$ cat src/pkg/uart_frame_pkg.sv
package uart_frame_pkg;

    // Register indices on the plain register port
    localparam logic [2:0] ADDR_DATA    = 3'h0;
    localparam logic [2:0] ADDR_STATUS  = 3'h1;
    localparam logic [2:0] ADDR_CONTROL = 3'h2;
    localparam logic [2:0] ADDR_FORMAT  = 3'h3;
    localparam logic [2:0] ADDR_BAUD_LO = 3'h4;

    // Status register bit positions
    localparam int ST_RX_DONE   = 7;
    localparam int ST_TX_DONE   = 6;
    localparam int ST_TX_EMPTY  = 5;
    localparam int ST_FRAME_ERR = 4;
    localparam int ST_DOUBLE    = 1;

    // Control register bit positions
    localparam int CT_EMPTY_IE  = 5;
    localparam int CT_RX_EN     = 4;
    localparam int CT_TX_EN     = 3;
    localparam int CT_CHAR_HI   = 2;
    localparam int CT_RX_NINTH  = 1;
    localparam int CT_TX_NINTH  = 0;

    // Format register layout; bit 7 selects it over the high baud byte
    localparam int FM_SELECT    = 7;
    localparam int FM_PAR_HI    = 5;
    localparam int FM_PAR_LO    = 4;
    localparam int FM_STOP2     = 3;
    localparam int FM_CHAR_HI   = 2;
    localparam int FM_CHAR_LO   = 1;

    // Character size codes
    localparam logic [2:0] CHAR_5 = 3'h0;
    localparam logic [2:0] CHAR_6 = 3'h1;
    localparam logic [2:0] CHAR_7 = 3'h2;
    localparam logic [2:0] CHAR_8 = 3'h3;
    localparam logic [2:0] CHAR_9 = 3'h7;

    // Reset values
    localparam logic [7:0] STATUS_RESET  = 8'h20;
    localparam logic [7:0] CONTROL_RESET = 8'h00;
    localparam logic [7:0] FORMAT_RESET  = 8'h06;
    localparam logic [11:0] BAUD_RESET   = 12'h000;

    // Last baud tick index of a bit (16 and 8 ticks): normal and double speed
    localparam logic [3:0] TICKS_NORMAL = 4'hF;
    localparam logic [3:0] TICKS_DOUBLE = 4'h7;

    typedef enum logic [2:0] {
        TX_IDLE   = 3'b000,
        TX_START  = 3'b001,
        TX_DATA   = 3'b010,
        TX_PARITY = 3'b011,
        TX_STOP1  = 3'b100,
        TX_STOP2  = 3'b101
    } tx_state_type;

endpackage

$ cat src/logic/uart_frame_tx.sv
// Added by the designer: the placing of the registers and strobed register access.
`timescale 1ns/10ps
module uart_frame_tx
    import uart_frame_pkg::*;
(
    // Clock and reset
    input  wire logic       i_clk,
    input  wire logic       i_resetn,
    // Register port
    input  wire logic [2:0] i_addr,
    input  wire logic [7:0] i_wdata,
    input  wire logic       i_wr,
    input  wire logic       i_rd,
    output logic [7:0]      o_rdata,
    // Receive side and transmit-complete acknowledge
    input  wire logic       i_rxd,
    input  wire logic       i_rx_done,
    input  wire logic       i_rx_ninth,
    input  wire logic       i_tx_done_ack,
    output logic            o_frame_error,
    // Serial line and requests
    output logic            o_txd,
    output logic            o_txd_oe,
    output logic            o_empty_irq,
    output logic            o_done_irq
);

    ////////////////////////////////////////////////////////////////////
    // Register state
    logic [7:0]   control;
    logic [7:0]   format;
    logic [11:0]  baud_div;
    logic         double_speed;
    logic [8:0]   tx_buffer;
    logic         buffer_full;
    logic         tx_done;
    logic         frame_error;
    logic         tx_active;

    // Transmit state
    tx_state_type state;
    tx_state_type next_state;
    logic [8:0]   shifter;
    logic         parity_bit;
    logic [3:0]   bit_count;
    logic [3:0]   tick_count;
    logic [11:0]  baud_count;

    // Receive pin synchroniser and checker
    logic         rxd_meta;
    logic         rxd_sync;
    logic         rx_busy;
    logic [3:0]   rx_ticks;
    logic [3:0]   rx_bits;

    ////////////////////////////////////////////////////////////////////
    // Decode
    logic        wr_data;
    logic        wr_status;
    logic        wr_control;
    logic        wr_format;
    logic        wr_baud_hi;
    logic        wr_baud_lo;
    logic [2:0]  char_size;
    logic [3:0]  data_bits;
    logic        parity_on;
    logic        two_stops;
    logic        baud_tick;
    logic        bit_tick;
    logic [3:0]  ticks_per_bit;
    logic        frame_end;
    logic        load_shifter;
    logic [8:0]  masked_char;
    logic        gen_parity;
    logic [8:0]  buffer_word;

    assign wr_data    = i_wr && (i_addr == ADDR_DATA);
    assign wr_status  = i_wr && (i_addr == ADDR_STATUS);
    assign wr_control = i_wr && (i_addr == ADDR_CONTROL);
    // Shared location, top bit picks the format register
    assign wr_format  = i_wr && (i_addr == ADDR_FORMAT) && i_wdata[FM_SELECT];
    assign wr_baud_hi = i_wr && (i_addr == ADDR_FORMAT) && !i_wdata[FM_SELECT];
    assign wr_baud_lo = i_wr && (i_addr == ADDR_BAUD_LO);

    // One shared format for both directions
    assign char_size  = {control[CT_CHAR_HI], format[FM_CHAR_HI:FM_CHAR_LO]};
    assign data_bits  = (char_size == CHAR_9) ? 4'h9 :
                        char_size[2] ? 4'h8 : {2'b00, char_size[1:0]} + 4'h5;
    assign parity_on  = format[FM_PAR_HI];
    assign two_stops  = format[FM_STOP2];
    assign ticks_per_bit = double_speed ? TICKS_DOUBLE : TICKS_NORMAL;

    // Divider gives a one-cycle enable, not a clock
    assign baud_tick  = (baud_count == 12'h000);
    assign bit_tick   = baud_tick && (tick_count == ticks_per_bit);

    // Frame ends on the last stop bit; two stops both run first
    assign frame_end  = bit_tick && ((state == TX_STOP2) ||
                                     ((state == TX_STOP1) && !two_stops));
    // Load when idle or right at the end of the previous frame
    assign load_shifter = buffer_full && control[CT_TX_EN] &&
                          ((state == TX_IDLE) || frame_end);

    // Ninth bit taken from the control bit at write time
    assign buffer_word = {control[CT_TX_NINTH], i_wdata};

    uart_parity_gen parity_unit (
        .i_data      (tx_buffer),
        .i_char_size (char_size),
        .i_odd       (format[FM_PAR_LO]),
        .o_masked    (masked_char),
        .o_parity    (gen_parity)
    );

    ////////////////////////////////////////////////////////////////////
    // Register writes
    always_ff @(posedge i_clk) begin
        if (!i_resetn) begin
            control      <= CONTROL_RESET;
            format       <= FORMAT_RESET;
            baud_div     <= BAUD_RESET;
            double_speed <= 1'b0;
        end else begin
            if (wr_control) begin
                // Receive ninth bit is read-only
                control <= {i_wdata[7:2], control[CT_RX_NINTH], i_wdata[0]};
            end
            if (wr_format) begin
                format <= i_wdata;
            end
            if (wr_baud_hi) begin
                baud_div[11:8] <= i_wdata[3:0];
            end
            if (wr_baud_lo) begin
                baud_div[7:0] <= i_wdata;
            end
            // Buffer-empty position is read-only; writing zero is expected
            if (wr_status) begin
                double_speed <= i_wdata[ST_DOUBLE];
            end
        end
    end

    // Transmit buffer and its empty flag
    always_ff @(posedge i_clk) begin
        if (!i_resetn) begin
            tx_buffer   <= 9'h000;
            buffer_full <= 1'b0;
        end else if (wr_data) begin
            tx_buffer   <= buffer_word;
            buffer_full <= 1'b1;
        end else if (load_shifter) begin
            buffer_full <= 1'b0;
        end
    end

    // Complete flag: set wins over the write-one clear
    always_ff @(posedge i_clk) begin
        if (!i_resetn) begin
            tx_done <= 1'b0;
        end else if (frame_end && !buffer_full) begin
            tx_done <= 1'b1;
        end else if ((wr_status && i_wdata[ST_TX_DONE]) || i_tx_done_ack) begin
            tx_done <= 1'b0;
        end
    end

    ////////////////////////////////////////////////////////////////////
    // Baud divider, cleared to zero on low-byte write so it ticks next cycle
    always_ff @(posedge i_clk) begin
        if (!i_resetn || wr_baud_lo) begin
            baud_count <= 12'h000;
        end else if (baud_tick) begin
            baud_count <= baud_div;
        end else begin
            baud_count <= baud_count - 12'h001;
        end
    end

    // Sub-bit tick counter; restarts on a fresh frame so the start bit is full
    always_ff @(posedge i_clk) begin
        if (!i_resetn || (state == TX_IDLE)) begin
            tick_count <= 4'h0;
        end else if (bit_tick) begin
            tick_count <= 4'h0;
        end else if (baud_tick) begin
            tick_count <= tick_count + 4'h1;
        end
    end

    ////////////////////////////////////////////////////////////////////
    // Frame sequencer next state
    always_comb begin
        next_state = state;
        case (state)
            TX_IDLE: begin
                if (load_shifter) begin
                    next_state = TX_START;
                end
            end
            TX_START: begin
                if (bit_tick) begin
                    next_state = TX_DATA;
                end
            end
            TX_DATA: begin
                if (bit_tick && (bit_count == data_bits - 4'h1)) begin
                    next_state = parity_on ? TX_PARITY : TX_STOP1;
                end
            end
            TX_PARITY: begin
                if (bit_tick) begin
                    next_state = TX_STOP1;
                end
            end
            TX_STOP1: begin
                if (bit_tick) begin
                    if (two_stops) begin
                        next_state = TX_STOP2;
                    end else begin
                        next_state = load_shifter ? TX_START : TX_IDLE;
                    end
                end
            end
            TX_STOP2: begin
                if (bit_tick) begin
                    next_state = load_shifter ? TX_START : TX_IDLE;
                end
            end
            default: begin
                next_state = TX_IDLE;
            end
        endcase
    end

    // Shifter, bit counter and parity capture
    always_ff @(posedge i_clk) begin
        if (!i_resetn) begin
            state      <= TX_IDLE;
            shifter    <= 9'h000;
            bit_count  <= 4'h0;
            parity_bit <= 1'b0;
        end else begin
            state <= next_state;
            if (load_shifter) begin
                shifter    <= masked_char;
                parity_bit <= gen_parity;
                bit_count  <= 4'h0;
            end else if (bit_tick && (state == TX_DATA)) begin
                shifter    <= {1'b0, shifter[8:1]};
                bit_count  <= bit_count + 4'h1;
            end
        end
    end

    // Line level by frame position
    always_ff @(posedge i_clk) begin
        if (!i_resetn) begin
            o_txd <= 1'b1;
        end else begin
            case (next_state)
                TX_START:  o_txd <= 1'b0;
                TX_DATA:   o_txd <= (bit_tick && (state == TX_DATA)) ? shifter[1] : shifter[0];
                TX_PARITY: o_txd <= parity_bit;
                default:   o_txd <= 1'b1;
            endcase
        end
    end

    // Pin stays driven until the shifter drains after disable; a byte still in the buffer is not sent and keeps it driven
    always_ff @(posedge i_clk) begin
        if (!i_resetn) begin
            tx_active <= 1'b0;
        end else if (control[CT_TX_EN]) begin
            tx_active <= 1'b1;
        end else if (!buffer_full && (state == TX_IDLE)) begin
            tx_active <= 1'b0;
        end
    end
    assign o_txd_oe = tx_active;

    ////////////////////////////////////////////////////////////////////
    // Receive pin synchroniser
    always_ff @(posedge i_clk) begin
        if (!i_resetn) begin
            rxd_meta <= 1'b1;
            rxd_sync <= 1'b1;
        end else begin
            rxd_meta <= i_rxd;
            rxd_sync <= rxd_meta;
        end
    end

    // Stop check: mid-bit sampling, first stop only
    always_ff @(posedge i_clk) begin
        if (!i_resetn || !control[CT_RX_EN]) begin
            rx_busy     <= 1'b0;
            rx_ticks    <= 4'h0;
            rx_bits     <= 4'h0;
            frame_error <= 1'b0;
        end else if (!rx_busy) begin
            if (!rxd_sync && baud_tick) begin
                rx_busy  <= 1'b1;
                rx_ticks <= 4'h0;
                rx_bits  <= 4'h0;
            end
        end else if (baud_tick) begin
            rx_ticks <= (rx_ticks == ticks_per_bit) ? 4'h0 : rx_ticks + 4'h1;
            if (rx_ticks == {1'b0, ticks_per_bit[3:1]}) begin
                rx_bits <= rx_bits + 4'h1;
                // Bits: start, data, parity, then first stop
                if (rx_bits == data_bits + {3'b000, parity_on} + 4'h1) begin
                    frame_error <= !rxd_sync;
                    rx_busy     <= 1'b0;
                end
            end
        end
    end
    assign o_frame_error = frame_error;

    ////////////////////////////////////////////////////////////////////
    // Requests and read-back
    assign o_empty_irq = control[CT_EMPTY_IE] && !buffer_full;
    assign o_done_irq  = tx_done;

    always_ff @(posedge i_clk) begin
        if (!i_resetn) begin
            o_rdata <= 8'h00;
        end else if (i_rd) begin
            case (i_addr)
                ADDR_STATUS:  o_rdata <= {i_rx_done, tx_done, !buffer_full,
                                          frame_error, 2'b00, double_speed, 1'b0};
                ADDR_CONTROL: o_rdata <= {control[7:2], i_rx_ninth, control[0]};
                ADDR_FORMAT:  o_rdata <= format;
                ADDR_BAUD_LO: o_rdata <= baud_div[7:0];
                default:      o_rdata <= 8'h00;
            endcase
        end else begin
            o_rdata <= 8'h00;
        end
    end

endmodule

$ cat src/logic/uart_parity_gen.sv
`timescale 1ns/10ps
module uart_parity_gen
    import uart_frame_pkg::*;
(
    // Character and format
    input  wire logic [8:0] i_data,
    input  wire logic [2:0] i_char_size,
    input  wire logic       i_odd,
    // Result
    output logic [8:0]      o_masked,
    output logic            o_parity
);

    logic [8:0] keep_mask;

    // Unused upper bits forced to zero so they never reach the line
    assign keep_mask = (i_char_size == CHAR_5) ? 9'h01F :
                       (i_char_size == CHAR_6) ? 9'h03F :
                       (i_char_size == CHAR_7) ? 9'h07F :
                       (i_char_size == CHAR_9) ? 9'h1FF : 9'h0FF;
    assign o_masked  = i_data & keep_mask;
    // Even is plain xor, odd inverts it
    assign o_parity  = (^o_masked) ^ i_odd;

endmodule

$ cat config.mk
export PLATFORM = sky130hd
export DESIGN_NAME = uart_frame_tx
export DESIGN_NICKNAME = d
export VERILOG_FILES = /design/src/pkg/uart_frame_pkg.sv /design/src/logic/uart_frame_tx.sv /design/src/logic/uart_parity_gen.sv
export SDC_FILE = /design/constraint.sdc
export NUM_CORES = 1
export LEC_CHECK = 0
export BUFFER_PORTS_ARGS = -buffer_cell sky130_fd_sc_hd__buf_2
export CORE_AREA = 5 5 113 115
export DETAILED_ROUTE_END_ITERATION = 8
export DIE_AREA = 0 0 118 120
export GPL_TIMING_DRIVEN = 0
export REMOVE_ABC_BUFFERS = 1
export SLEW_MARGIN = 10
export SYNTH_ARGS = -nofsm -noshare
export SYNTH_HDL_FRONTEND = slang
export SYNTH_SLANG_ARGS = --single-unit
export TNS_END_PERCENT = 20
$ cat constraint.sdc
create_clock -name i_clk -period 2.6 [get_ports i_clk]
set_input_delay 0.39 -clock i_clk [delete_from_list [all_inputs] [get_ports i_clk]]
set_output_delay 0.39 -clock i_clk [all_outputs]
set_load 0.005 [all_outputs]
Word-level counts from Yosys, hierarchy flattened
Cells that the tools add are included.

storage, ports and cells
  flip-flop bits (word level) = 94

operators by class
  add/subtract/negate cells = 9
  equal/unequal tests = 22
  multiplexer cells = 41
  bitwise logic cells = 3
  reductions and logical operators = 47

operators by type and width
  operator                                            number
  two-way mux 9 bit                                   6
  two-way mux 4 bit                                   10
  one-hot mux 8 bit (4 select lines)                  1
  two-way mux 3 bit                                   8
  == test 3 x 2 -> 1 bit, second input constant       7
  adder 4 x 1 -> 4 bit, second input constant         5
  logical AND 1 bit                                   19
  one-hot mux 3 bit (6 select lines)                  1
  == test 4 bit                                       4
  two-way mux 1 bit                                   13
  == test 3 x 1 -> 1 bit, second input constant       4
  == test 3 bit, second input constant                4
  zero test 12 bit                                    1
  two-way mux 12 bit                                  1
  subtractor 12 x 1 -> 12 bit, second input constant  1
  nonzero test 2 bit                                  5
  AND 9 bit                                           1
  zero test 3 bit                                     3
  XOR reduction 9 bit                                 1
  zero test 1 bit                                     6
  logical OR 1 bit                                    6
  adder 2 x 3 -> 4 bit, second input constant         1
  adder 4 x 1 -> 4 bit                                1
  == test 4 x 3 -> 1 bit                              1
  9 further kinds                                     12

Logic depth before layout (Yosys ltp)
Gate-level depths: netlist of the first run.

  depth after elaboration = 12
  mapped depth = 11
  depth with buffers taken out = 11

Hierarchy
Synthesis of the first run repeated with hierarchy kept, for this count alone.

unflattened totals
  cell total of the unflattened synthesis = 538
  area, all modules = 4543.1 µm²

modules (own cells, without submodules)
  module           times used  cells an instance  area each (µm²)  seq. area each (µm²)
  uart_frame_tx    1           519                4364.2           1881.8
  uart_parity_gen  1           19                 178.9            0.0

Least setup slack after synthesis of the first run
No wires, ideal clock.

  path kind = register to register
  start point = register baud_count[3]
  end point = register o_txd
  arrival time = 2.692 ns
  data required time = 2.486 ns
  path slack = -0.205 ns
  stages on the path, launching flop included = 9
  path through = dfxtp_1 > or4_4 > or4b_1 > buf_2 > nor4_1 > mux2i_1 > nand2_1 > or4_1 > a21o_1

on the way
  cells in the longest elaborated chain, start to end = 11
  elaborated cells on any way between the ends = 21

RTL lines
  what                                                              RTL line                                    text
  start, declared                                                   uart_frame_tx.sv:47                         logic [11:0] baud_count;
  start signal, assigned                                            uart_frame_tx.sv:174                        baud_count <= baud_div;
  start signal, assigned                                            uart_frame_tx.sv:176                        baud_count <= baud_count - 12'h001;
  zero test 12 bit *                                                uart_frame_tx.sv:94                         assign baud_tick = (baud_count == 12'h000);
  logical AND 1 bit *                                               uart_frame_tx.sv:95                         assign bit_tick = baud_tick && (tick_count == ticks_per_bit);
  logical AND 1 bit                                                 uart_frame_tx.sv:98                         assign frame_end = bit_tick && ((state == TX_STOP2) ||
  logical OR 1 bit                                                  uart_frame_tx.sv:102                        ((state == TX_IDLE) || frame_end);
  logical AND 1 bit                                                 uart_frame_tx.sv:101                        assign load_shifter = buffer_full && control[CT_TX_EN] &&
  two-way mux 1 bit                                                 uart_frame_tx.sv:221, uart_frame_tx.sv:227
  two-way mux 3 bit                                                 uart_frame_tx.sv:218                        if (two_stops) begin
  two-way mux 3 bit                                                 uart_frame_tx.sv:217                        if (bit_tick) begin
  one-hot mux 3 bit (6 select lines)                                uart_frame_tx.sv:195                        case (state)
  == test 3 x 2 -> 1 bit or == test 3 x 1 -> 1 bit (tied branches)  uart_frame_tx.sv:261                        case (next_state)
  one-hot mux 1 bit (3 select lines) *                              uart_frame_tx.sv:261
  end signal, assigned                                              uart_frame_tx.sv:263                        TX_DATA: o_txd <= (bit_tick && (state == TX_DATA)) ? shifter[1] : shifter[0];
  end signal, assigned                                              uart_frame_tx.sv:264                        TX_PARITY: o_txd <= parity_bit;
  end, declared                                                     uart_frame_tx.sv:22                         output logic o_txd,

Mark *: on every way between the ends. The rest lies on a longest branch, timed or not.
A chain may end at the register's enable or synchronous reset.

Worst setup path after layout of the first run
  start point = register baud_count[6]
  end point = register o_txd

Same word-level chain as after synthesis.

==> run_results.csv, run 1 <==
group,metric,value,unit
status,run_status,"finished with violations",
status,violations,"setup timing",
clocking,clockBufferDepth,2,
placement,gp_congestion,0.794,
setup_path,crit_arrival,3.07,ns
cells_and_area,most-common-layout-cells,"dfxtp_1 (90), nand2_1 (74), nor2_1 (63)",
cells_and_area,antenna_cells_inserted,0,
setup_path,slowest_stage,"or4b_4",
drt,drt_first_pass_iters,4,
clocking,numCtsBuffers,9,
flow_run,drv_cap,0,
setup_path,worst_ep_required_time,2.83,ns
drt,vias,3763,
clocking,insertion_delay,0.34,ns
logic_synthesis,synth_top_family_by_area,"simple AND/OR/NAND/NOR gates",
die,core,11700,um^2
die,io_pins,32,
placement,dp_slack,-1.25,ns
setup_path,crit_fanout,4,
logic_synthesis,postSynthCellCount,536,
pwr,pwr_density_cell,739,nW/um^2
setup_path,worst-setup-path-type,"flip-flop to flip-flop",
logic_synthesis,synth_warnings,0,
global_routing,overflow,0,
setup_path,slowest_delay,0.60,ns
logic_synthesis,synth_edf_count,0,
setup_path,critPathTopFamily,"simple AND/OR/NAND/NOR gates",
logic_synthesis,syn_avg_cell_area,8.48,um^2
pwr,power.total,0.00393,W
clocking,cts.htree.levels,3,
timing,rsz0062_at_grt,"yes",
global_routing,track_usage,0.154,
placement,io_buffers,31,
clocking,cts_root_buffer,"clkbuf_16",
logic_synthesis,synthMuxAreaShare,0.0674,
clocking,clk_pin_slew_worst_paths,0.07,ns
cells_and_area,drive_gt1_frac,0.162,
cells_and_area,stdcell_area,5320,um^2
cells_and_area,layout.nets,593,
timing,finClkSkew,0.00422,ns
global_routing,grt_pass1_vias,3616,
logic_synthesis,synthFlopType,"dfxtp_1",
logic_synthesis,synth_compound_area_frac,0.144,
worst_hold_path,hold_class,"primary input to flip-flop",
drt,vias_per_cell,5.27,
logic_synthesis,synthSimpleGateAreaFrac,0.235,
pwr,vdd_drop_max,0.000671,V
cells_and_area,n_fill_cell,1168,
setup_path,crit_chain,"or4_4, or4b_4, nor4_4, buf_4, mux2i_2, nand2_1, or4_1, a21o_1",
logic_synthesis,ys_async_sr_fraction,0,
timing,period_needed,2.84,ns
global_routing,grt_max_degree,42,
die,die-area,14200,um^2
placement,postPlaceCellArea,4790,um^2
pwr,power_leakage,1.96,nW
timing,slew_headroom,0.391,
global_routing,antenna_found_initial,0,
die,start_util,0.388,
timing,tightest_slew,0.902,ns
die,die_x,118,um
setup_path,worst_setup_path_start_kind,"flip-flop",
timing,hold_viol,0,
cells_and_area,area_delta_synth_final,17.0,%
timing,setup_ws,-0.239,ns
logic_synthesis,syn-cell-area,4550,um^2
drt,ant_nets,0,
clocking,cts.sinks,94,
drt,wl_per_cell,15.4,um
clocking,tritoncts,"done",
setup_path,critPathCaptureType,"flip-flop",
placement,dp.final_hpwl,7.76,mm
logic_synthesis,ys_types,53,
timing,clock.fmax,0.352,GHz
logic_synthesis,synthAdderAreaFrac,0.0330,
die,die_y,120,um
drt,drc,0,
timing,setup_viol,7,
logic_synthesis,ys_seq_area_frac,0.414,
logic_synthesis,ys_ff_latch,94,
cells_and_area,layout_commonest_cell,"dfxtp_1",
logic_synthesis,synth-xor-area-share,0.0694,
timing,report.final.slew_viol_count,0,
drt,drtIter0Drc,201,
setup_path,crit_buf_inv,1,
timing,layout_worst_path_cycle_share,1.09,
die,rows,40,
global_routing,grt_pass1_wl,17.9,mm
drt,wl,11.0,mm
state kept, by name, summed over array words and instances, names as in the netlist, 7 cells and up:
signal      cells
baud_count     12
baud_div       12
shifter         9
tx_buffer       9
format          8
o_rdata         8
control         7
final cells by class:
class | instances | area, um^2 | area share
multi-input cells | 399 | 2620 | 0.492
flip-flops and latches | 94 | 1890 | 0.355
repair buffers | 44 | 253 | 0.0475
clock buffers | 9 | 225 | 0.0424
well taps | 147 | 184 | 0.0346
clock inverters | 7 | 96.3 | 0.0181
inverters | 14 | 52.6 | 0.00988
cell families after synthesis:
kind of cell             count (synthesis)
AO/OA/AOI/OAI                           95
XOR/XNOR                                36
adder cells (fa/ha/maj)                 12
buffers and inverters                   44
flip-flops                              94
multiplexers                            30
AND/OR/NAND/NOR                        225
what timing repair did:
| item | in CTS | in global routing |
|---|---|---|
| setup endpoints to repair | 26 | 25 |
| endpoints found under the hold margin | 0 | 0 |
| hold buffers | 0 | 0 |
| pin swaps | 7 | 3 |
| gates resized for setup | 10 | 13 |
| cloned | 1 | 0 |
| buffers inserted | 6 | 5 |
power by group:
group | leakage (nW) | total [W] | internal [W] | switching [W]
Sequential | 0.762 | 0.00162 | 0.00153 | 0.0000948
Combinational | 1.04 | 0.000878 | 0.000398 | 0.000481
Clock | 0.160 | 0.00143 | 0.000848 | 0.000578
Total | 1.96 | 0.00393 | 0.00277 | 0.00115
stage by stage:
step	hold WS (ns)	TNS, ns	std cells	utilization
2_1_floorplan	0.386	-11.51	506	-
3_3_place_gp	0.388	-41.45	684	0.407
3_5_place_dp	0.405	-12.88	686	0.409
4_1_cts	0.222	-1.37	709	0.444
5_1_grt	0.246	-1.96	714	0.454
6_report	0.234	-0.881	714	0.454
worst paths after layout:
kind,from,endpoint,slack [ns],cells after the start
setup / recovery,baud_count[6]$_SDFF_PP0_,o_txd$_SDFF_PN1_,-0.24,8
hold / removal,i_rxd,rxd_meta$_SDFF_PN1_,0.23,2
hold reg to reg,rxd_meta$_SDFF_PN1_,rxd_sync$_SDFF_PN1_,0.42,1
setup reg to reg,baud_count[6]$_SDFF_PP0_,o_txd$_SDFF_PN1_,-0.24,8
per-layer routing:
| metal | share of wire | routed length [um] | track usage | vias to the layer above |
|---|---|---|---|---|
| met5 | 0 | 0 | 0 | - |
| met1 | 0.47 | 5180 | 0.201 | 1796 |
| met2 | 0.48 | 5320 | 0.261 | 49 |
| met4 | 0.0059 | 65 | 0.0272 | 0 |
| li1 | - | - | - | 1909 |
| met3 | 0.038 | 414 | 0.0386 | 9 |
synth_stat cells (2+ instances only):
cell,count,area [um^2]
a22oi_1,6,45.0
nor3b_1,2,15.0
a221oi_1,3,26.3
nor4b_1,2,17.5
or3_1,2,12.5
ha_1,12,150
inv_1,13,48.8
xnor2_1,26,228
o21ai_1,3,15.0
xor2_1,10,87.6
nor4_1,5,31.3
a211oi_1,9,67.6
o311ai_0,2,17.5
nor2_1,63,236
buf_2,4,20.0
clkbuf_1,25,93.8
nand2b_1,10,62.6
and2_1,4,25.0
o31ai_1,2,15.0
nand2_1,75,282
or4_1,3,22.5
dfxtp_1,94,1880
a311oi_1,6,52.6
mux2i_1,25,250
and3_1,3,18.8
a21boi_0,8,60.1
mux2_2,5,56.3
a21oi_1,27,135
o2bb2ai_1,2,17.5
nand3_1,11,55.1
nor3_1,12,60.1
o21ai_0,7,35.0
a31oi_1,10,62.6
or4_4,2,22.5
nand4_1,5,31.3
nor2b_1,21,131
No activity file was read; power rests on OpenSTA's default activity.
==> run 2, diff against run 1 <==
CORE_AREA = 5 5 119 110   (was 5 5 113 115)
CTS_CLUSTER_DIAMETER = 150   (was unset)
DIE_AREA = 0 0 124 115   (was 0 0 118 120)
==> run_results.csv, run 2 (synthesis results as in run 1) <==
group,metric,value,unit
clocking,ctsHoldBuffers,0,
timing,tightest_slew,0.873,ns
pwr,pwr_density_cell,748,nW/um^2
setup_path,r2r-start,"baud_count[6]$_SDFF_PP0_",
drt,drc,0,
setup_path,critPathLaunch,"baud_count[6]$_SDFF_PP0_",
timing,hold_viol,0,
die,core,11700,um^2
timing,setup_ws,-0.344,ns
global_routing,grt_max_degree,42,
status,run_status,"finished with violations",
timing,finClkSkew,0.00388,ns
placement,postPlaceCellArea,4810,um^2
global_routing,antenna_found_initial,0,
setup_path,worst_ep_required_time,2.82,ns
setup_path,worst_setup_path_start_kind,"flip-flop",
drt,wl,11.4,mm
die,rows,38,
timing,layout_worst_path_cycle_share,1.13,
clocking,cts.htree.levels,3,
timing,slew_headroom,0.416,
die,die-area,14300,um^2
setup_path,worst-r2r-cell-count,8,
placement,dp.final_hpwl,7.77,mm
pwr,power.total,0.00402,W
die,start_util,0.387,
timing,report.final.slew_viol_count,0,
drt,wl_per_cell,15.6,um
worst_hold_path,min_path_cells,2,
setup_path,crit_arrival,3.17,ns
flow_run,drv_cap,0,
setup_path,worst-setup-path-type,"flip-flop to flip-flop",
clocking,insertion_delay,0.34,ns
timing,setup_viol,6,
drt,vias,3833,
cells_and_area,most-common-layout-cells,"dfxtp_1 (88), nand2_1 (74), nor2_1 (63)",
cells_and_area,layout.nets,596,
cells_and_area,largestRegisters,"baud_count: 12 flops, baud_div: 12 flops",
setup_path,crit_fanout,5,
clocking,cts_root_buffer,"clkbuf_16",
drt,ant_nets,0,
clocking,tritoncts,"done",
cells_and_area,final_util,0.457,
global_routing,grt_pass1_wl,18.3,mm
die,io_pins,32,
drt,vias_per_cell,5.25,
setup_path,r2r-end,"o_frame_error$_SDFFE_PP0P_",
global_routing,track_usage,0.164,
die,die_y,115,um
setup_path,r2r_setup_slack,-0.34,ns
timing,clock.fmax,0.340,GHz
cells_and_area,stdcell_area,5370,um^2
global_routing,grt_pass1_vias,3714,
pwr,power_leakage,1.98,nW
setup_path,critPathCaptureType,"flip-flop",
worst_hold_path,hold_class,"primary input to flip-flop",
cells_and_area,antenna_cells_inserted,0,
clocking,clk_pin_slew_worst_paths,0.06,ns
cells_and_area,drive_gt1_frac,0.161,
die,die_x,124,um
pwr,vdd_drop_max,0.000457,V
clocking,cts.sinks,94,
timing,rsz0062_at_grt,"yes",
worst_hold_path,whs_endpoint,"rxd_meta$_SDFF_PN1_",
drt,drtIter0Drc,170,
timing,period_needed,2.94,ns
global_routing,overflow,0,
clocking,numCtsBuffers,9,
cells_and_area,area_delta_synth_final,18.1,%
clocking,clockBufferDepth,2,
drt,drt_first_pass_iters,4,
cells_and_area,layout_commonest_cell,"dfxtp_1",
status,violations,"setup timing",
worst_hold_path,hold_path.startpoint,"i_rxd",
placement,io_buffers,31,
placement,gp_congestion,0.819,
## run 2: where the power goes
| group | leakage (nW) | internal [W] | switching [W] |
|---|---|---|---|
| Sequential | 0.762 | 0.00153 | 0.0000966 |
| Clock | 0.166 | 0.000920 | 0.000548 |
| Combinational | 1.05 | 0.000416 | 0.000503 |
## run 2: critical path, stage by stage, from the launching register on
cell       delay [ns]
dfxtp_2          0.32
or4_4            0.58
or4b_4           0.61
buf_4            0.17
buf_6            0.12
or4_4            0.44
a2111oi_4        0.34
buf_4            0.17
a211oi_1         0.06
## run 2: worst max-delay path by stage
| stage | end | cells past startpoint | slack (ns) |
|---|---|---|---|
| after floorplan | o_txd$_SDFF_PN1_ | 7 | -1.19 |
| after global placement | o_txd$_SDFF_PN1_ | 7 | -2.10 |
| after detailed placement | o_txd$_SDFF_PN1_ | 8 | -1.22 |
| after CTS | o_txd$_SDFF_PN1_ | 8 | -0.32 |
| after global routing | o_frame_error$_SDFFE_PP0P_ | 8 | -0.36 |
| final | o_frame_error$_SDFFE_PP0P_ | 8 | -0.34 |
## run 2: metrics by stage
step	hold WS, ns	std cells	worst slack [ns]	setup TNS [ns]
after floorplan	0.386	506	-1.19	-11.51
after global placement	0.393	697	-2.10	-41.02
after detailed placement	0.406	699	-1.22	-12.92
after CTS	0.223	723	-0.323	-0.918
after global routing	0.222	730	-0.365	-1.90
final	0.227	730	-0.344	-1.02
## run 2: layout make-up
type / count / area [um^2]
Clock buffer: 13 / 270
Clock inverter: 3 / 65.1
Fill cell: 1181 / 6370
Inverter: 14 / 52.6
Multi-Input combinational cell: 399 / 2610
Sequential cell: 94 / 1890
Tap cell: 160 / 200
Timing Repair Buffer: 47 / 283
## run 2: timing repair
item                                    CTS  global route
endpoints found under the setup margin   26            24
resized for setup                        15            10
pin swaps                                 5             6
cloned                                    1             0
buffers inserted                          7             7
## run 2: metal layers
metal	vias up	track usage	wire [um]
met5	-	0	0
met4	0	0.0460	155
met3	14	0.0398	290
met2	40	0.268	5380
met1	1866	0.215	5550
li1	1913	-	-
==> run 3, diff against run 2 <==
SLEW_MARGIN = 15   (was 10)
SYNTH_HIERARCHICAL = 1   (was unset)
==> run_results.csv, run 3 <==
group,metric,value,unit
status,run_status,"finished, final reports clean",
pwr,power_leakage,1.93,nW
timing,tightest_slew,0.789,ns
pwr,p_sw_frac,0.304,
logic_synthesis,synth_commonest_cells,"dfxtp_1 (94), nor2_1 (80), nand2_1 (66)",
flow_run,drv_cap,0,
timing,period_needed,2.44,ns
logic_synthesis,synth.top_cell.area_share,0.414,
drt,vias_per_cell,5.32,
setup_path,worst-setup-path-type,"flip-flop to flip-flop",
worst_hold_path,min_path_cells,2,
pwr,pwr_density_cell,720,nW/um^2
cells_and_area,final_util,0.443,
die,rows,38,
die,die_x,124,um
setup_path,crit_chain,"ha_4, nor2b_4, inv_1, ha_1, xnor2_2, a21oi_2, a21oi_2, a311oi_2, a211oi_2, o31a_1, o211ai_1",
setup_path,critPathCaptureType,"flip-flop",
die,die-area,14300,um^2
setup_path,slowest_delay,0.38,ns
placement,dp.final_hpwl,7.97,mm
timing,report.final.slew_viol_count,0,
die,start_util,0.387,
cells_and_area,antenna_cells_inserted,0,
pwr,vdd_drop_max,0.000509,V
logic_synthesis,synthFlopType,"dfxtp_1",
timing,setup_viol,0,
logic_synthesis,ys_async_sr_fraction,0,
placement,dp_slack,-0.427,ns
clocking,ctsHoldBuffers,0,
logic_synthesis,postSynthCellCount,538,
logic_synthesis,synth_top_cell_by_area,"dfxtp_1",
timing,slew_headroom,0.470,
drt,wl_per_cell,15.5,um
setup_path,crit_arrival,2.68,ns
cells_and_area,drive_gt1_frac,0.155,
global_routing,antenna_found_initial,0,
clocking,insertion_delay,0.35,ns
pwr,p_int,0.00261,W
setup_path,worst_ep_required_time,2.84,ns
cells_and_area,area_delta_synth_final,14.6,%
setup_path,crit_buf_inv,1,
cells_and_area,layout_commonest_cell,"dfxtp_1",
timing,clock.fmax,0.409,GHz
worst_hold_path,hold_class,"primary input to flip-flop",
pwr,power.share.sequential,0.436,
drt,drc,0,
worst_hold_path,hold_path.startpoint,"i_rxd",
global_routing,overflow,0,
placement,gp_congestion,0.845,
timing,setup_ws,0.158,ns
logic_synthesis,synth.most_common_cell,"dfxtp_1",
global_routing,grt_max_degree,52,
setup_path,critPathTopFamily,"compound AO/OA/AOI/OAI gates",
cells_and_area,layout.nets,585,
drt,wl,11.2,mm
timing,finClkSkew,0.00637,ns
drt,drt_first_pass_iters,4,
cells_and_area,largestRegisters,"baud_count: 12 flops, baud_div: 12 flops",
timing,hold_viol,0,
pwr,pwr-share-comb,0.211,
clocking,cts_root_buffer,"clkbuf_16",
pwr,power_frac_clock,0.353,
setup_path,cp.depth,11,
cells_and_area,most-common-layout-cells,"dfxtp_1 (91), nor2_1 (80), nand2_1 (66)",
logic_synthesis,syn-cell-area,4540,um^2
logic_synthesis,synth_warnings,6,
drt,vias,3847,
logic_synthesis,ys_top_cells_by_area,"dfxtp_1 (41%), nor2_1 (6.6%), mux2i_1 (5.7%)",
timing,layout_worst_path_cycle_share,0.939,
setup_path,critPathLaunch,"format[2]$_SDFFE_PN1P_",
clocking,cts.sinks,94,
global_routing,grt_pass1_vias,3820,
pwr,p_switching,0.00114,W
setup_path,worst-r2r-cell-count,11,
logic_synthesis,ys_seq_area_frac,0.414,
drt,drtIter0Drc,255,
clocking,clockBufferDepth,2,
setup_path,crit_fanout,8,
die,core,11700,um^2
global_routing,track_usage,0.166,
placement,io_buffers,31,
die,die_y,115,um
logic_synthesis,ys_types,54,
global_routing,grt_pass1_wl,18.8,mm
pwr,power.total,0.00375,W
logic_synthesis,synth_edf_count,0,
clocking,cts.htree.levels,3,
clocking,numCtsBuffers,9,
setup_path,slowest_stage,"dfxtp_4",
clocking,clk_pin_slew_worst_paths,0.06,ns
setup_path,r2r-start,"format[2]$_SDFFE_PN1P_",
setup_path,cpMostUsedCell,"a21oi_2",
clocking,tritoncts,"done",
die,io_pins,32,
logic_synthesis,syn_avg_cell_area,8.44,um^2
setup_path,worst_setup_path_start_kind,"flip-flop",
logic_synthesis,ys_ff_latch,94,
drt,ant_nets,0,
-- run 3: stage by stage --
stage | cell area (um^2) | cells | setup TNS [ns] | hold WS [ns]
global route | 5200 | 723 | -0.00113 | 0.248
CTS | 5130 | 720 | 0 | 0.238
global placement | 4760 | 701 | -7.95 | 0.397
finish | 5200 | 723 | 0 | 0.248
floorplan | 4410 | 510 | 0 | 0.386
detailed placement | 4780 | 702 | -0.643 | 0.406
-- run 3: what timing repair did --
item | in CTS | in global routing
setup buffers | 2 | 3
endpoints found under the setup margin | 4 | 7
pin swaps | 3 | 3
endpoints found under the hold margin | 0 | 0
resized for setup | 10 | 10
-- run 3: layout make-up --
type	count	area (um^2)
fill	1189	6540
multi-input combinational	400	2560
sequential	94	1890
clock buffer	10	229
tap	160	200
timing repair buffer	37	198
clock inverter	6	68.8
inverter	16	61.3
-- run 3: cells by family (layout without fill, tap and decap cells) --
group                    after synthesis  in the layout  synth area share
XOR/XNOR                              32             32            0.0677
adder cells (fa/ha/maj)                8              8            0.0220
multiplexers                          31             31            0.0697
buffers and inverters                 44             69            0.0430
flip-flops                            94             94             0.414
AND/OR/NAND/NOR                      224            224             0.238
AO/OA/AOI/OAI                        105            105             0.145
-- run 3: per-layer routing --
metal	part of all wire	routed length, um	vias to the layer above	global-route usage
met3	0.041	463	22	0.0497
met1	0.48	5360	1834	0.224
met5	0	0	-	0
met4	0.023	258	0	0.0482
li1	-	-	1920	-
met2	0.46	5110	71	0.257
-- run 3: final timing paths --
kind,to,slack (ns)
setup reg to reg,o_txd$_SDFF_PN1_,0.16
hold / removal,rxd_meta$_SDFF_PN1_,0.25
setup / recovery,o_txd$_SDFF_PN1_,0.16
hold reg to reg,rxd_sync$_SDFF_PN1_,0.42
-- run 3: power by group through the flow --
stage / clock [W] / sequential [W] / combinational [W]
CTS: 0.00136 / 0.00163 / 0.000776
global route: 0.00142 / 0.00164 / 0.000887
floorplan: 0 / 0.00164 / 0.000579
detailed placement: 0 / 0.00166 / 0.000762
finish: 0.00132 / 0.00163 / 0.000791
global placement: 0 / 0.00166 / 0.000742
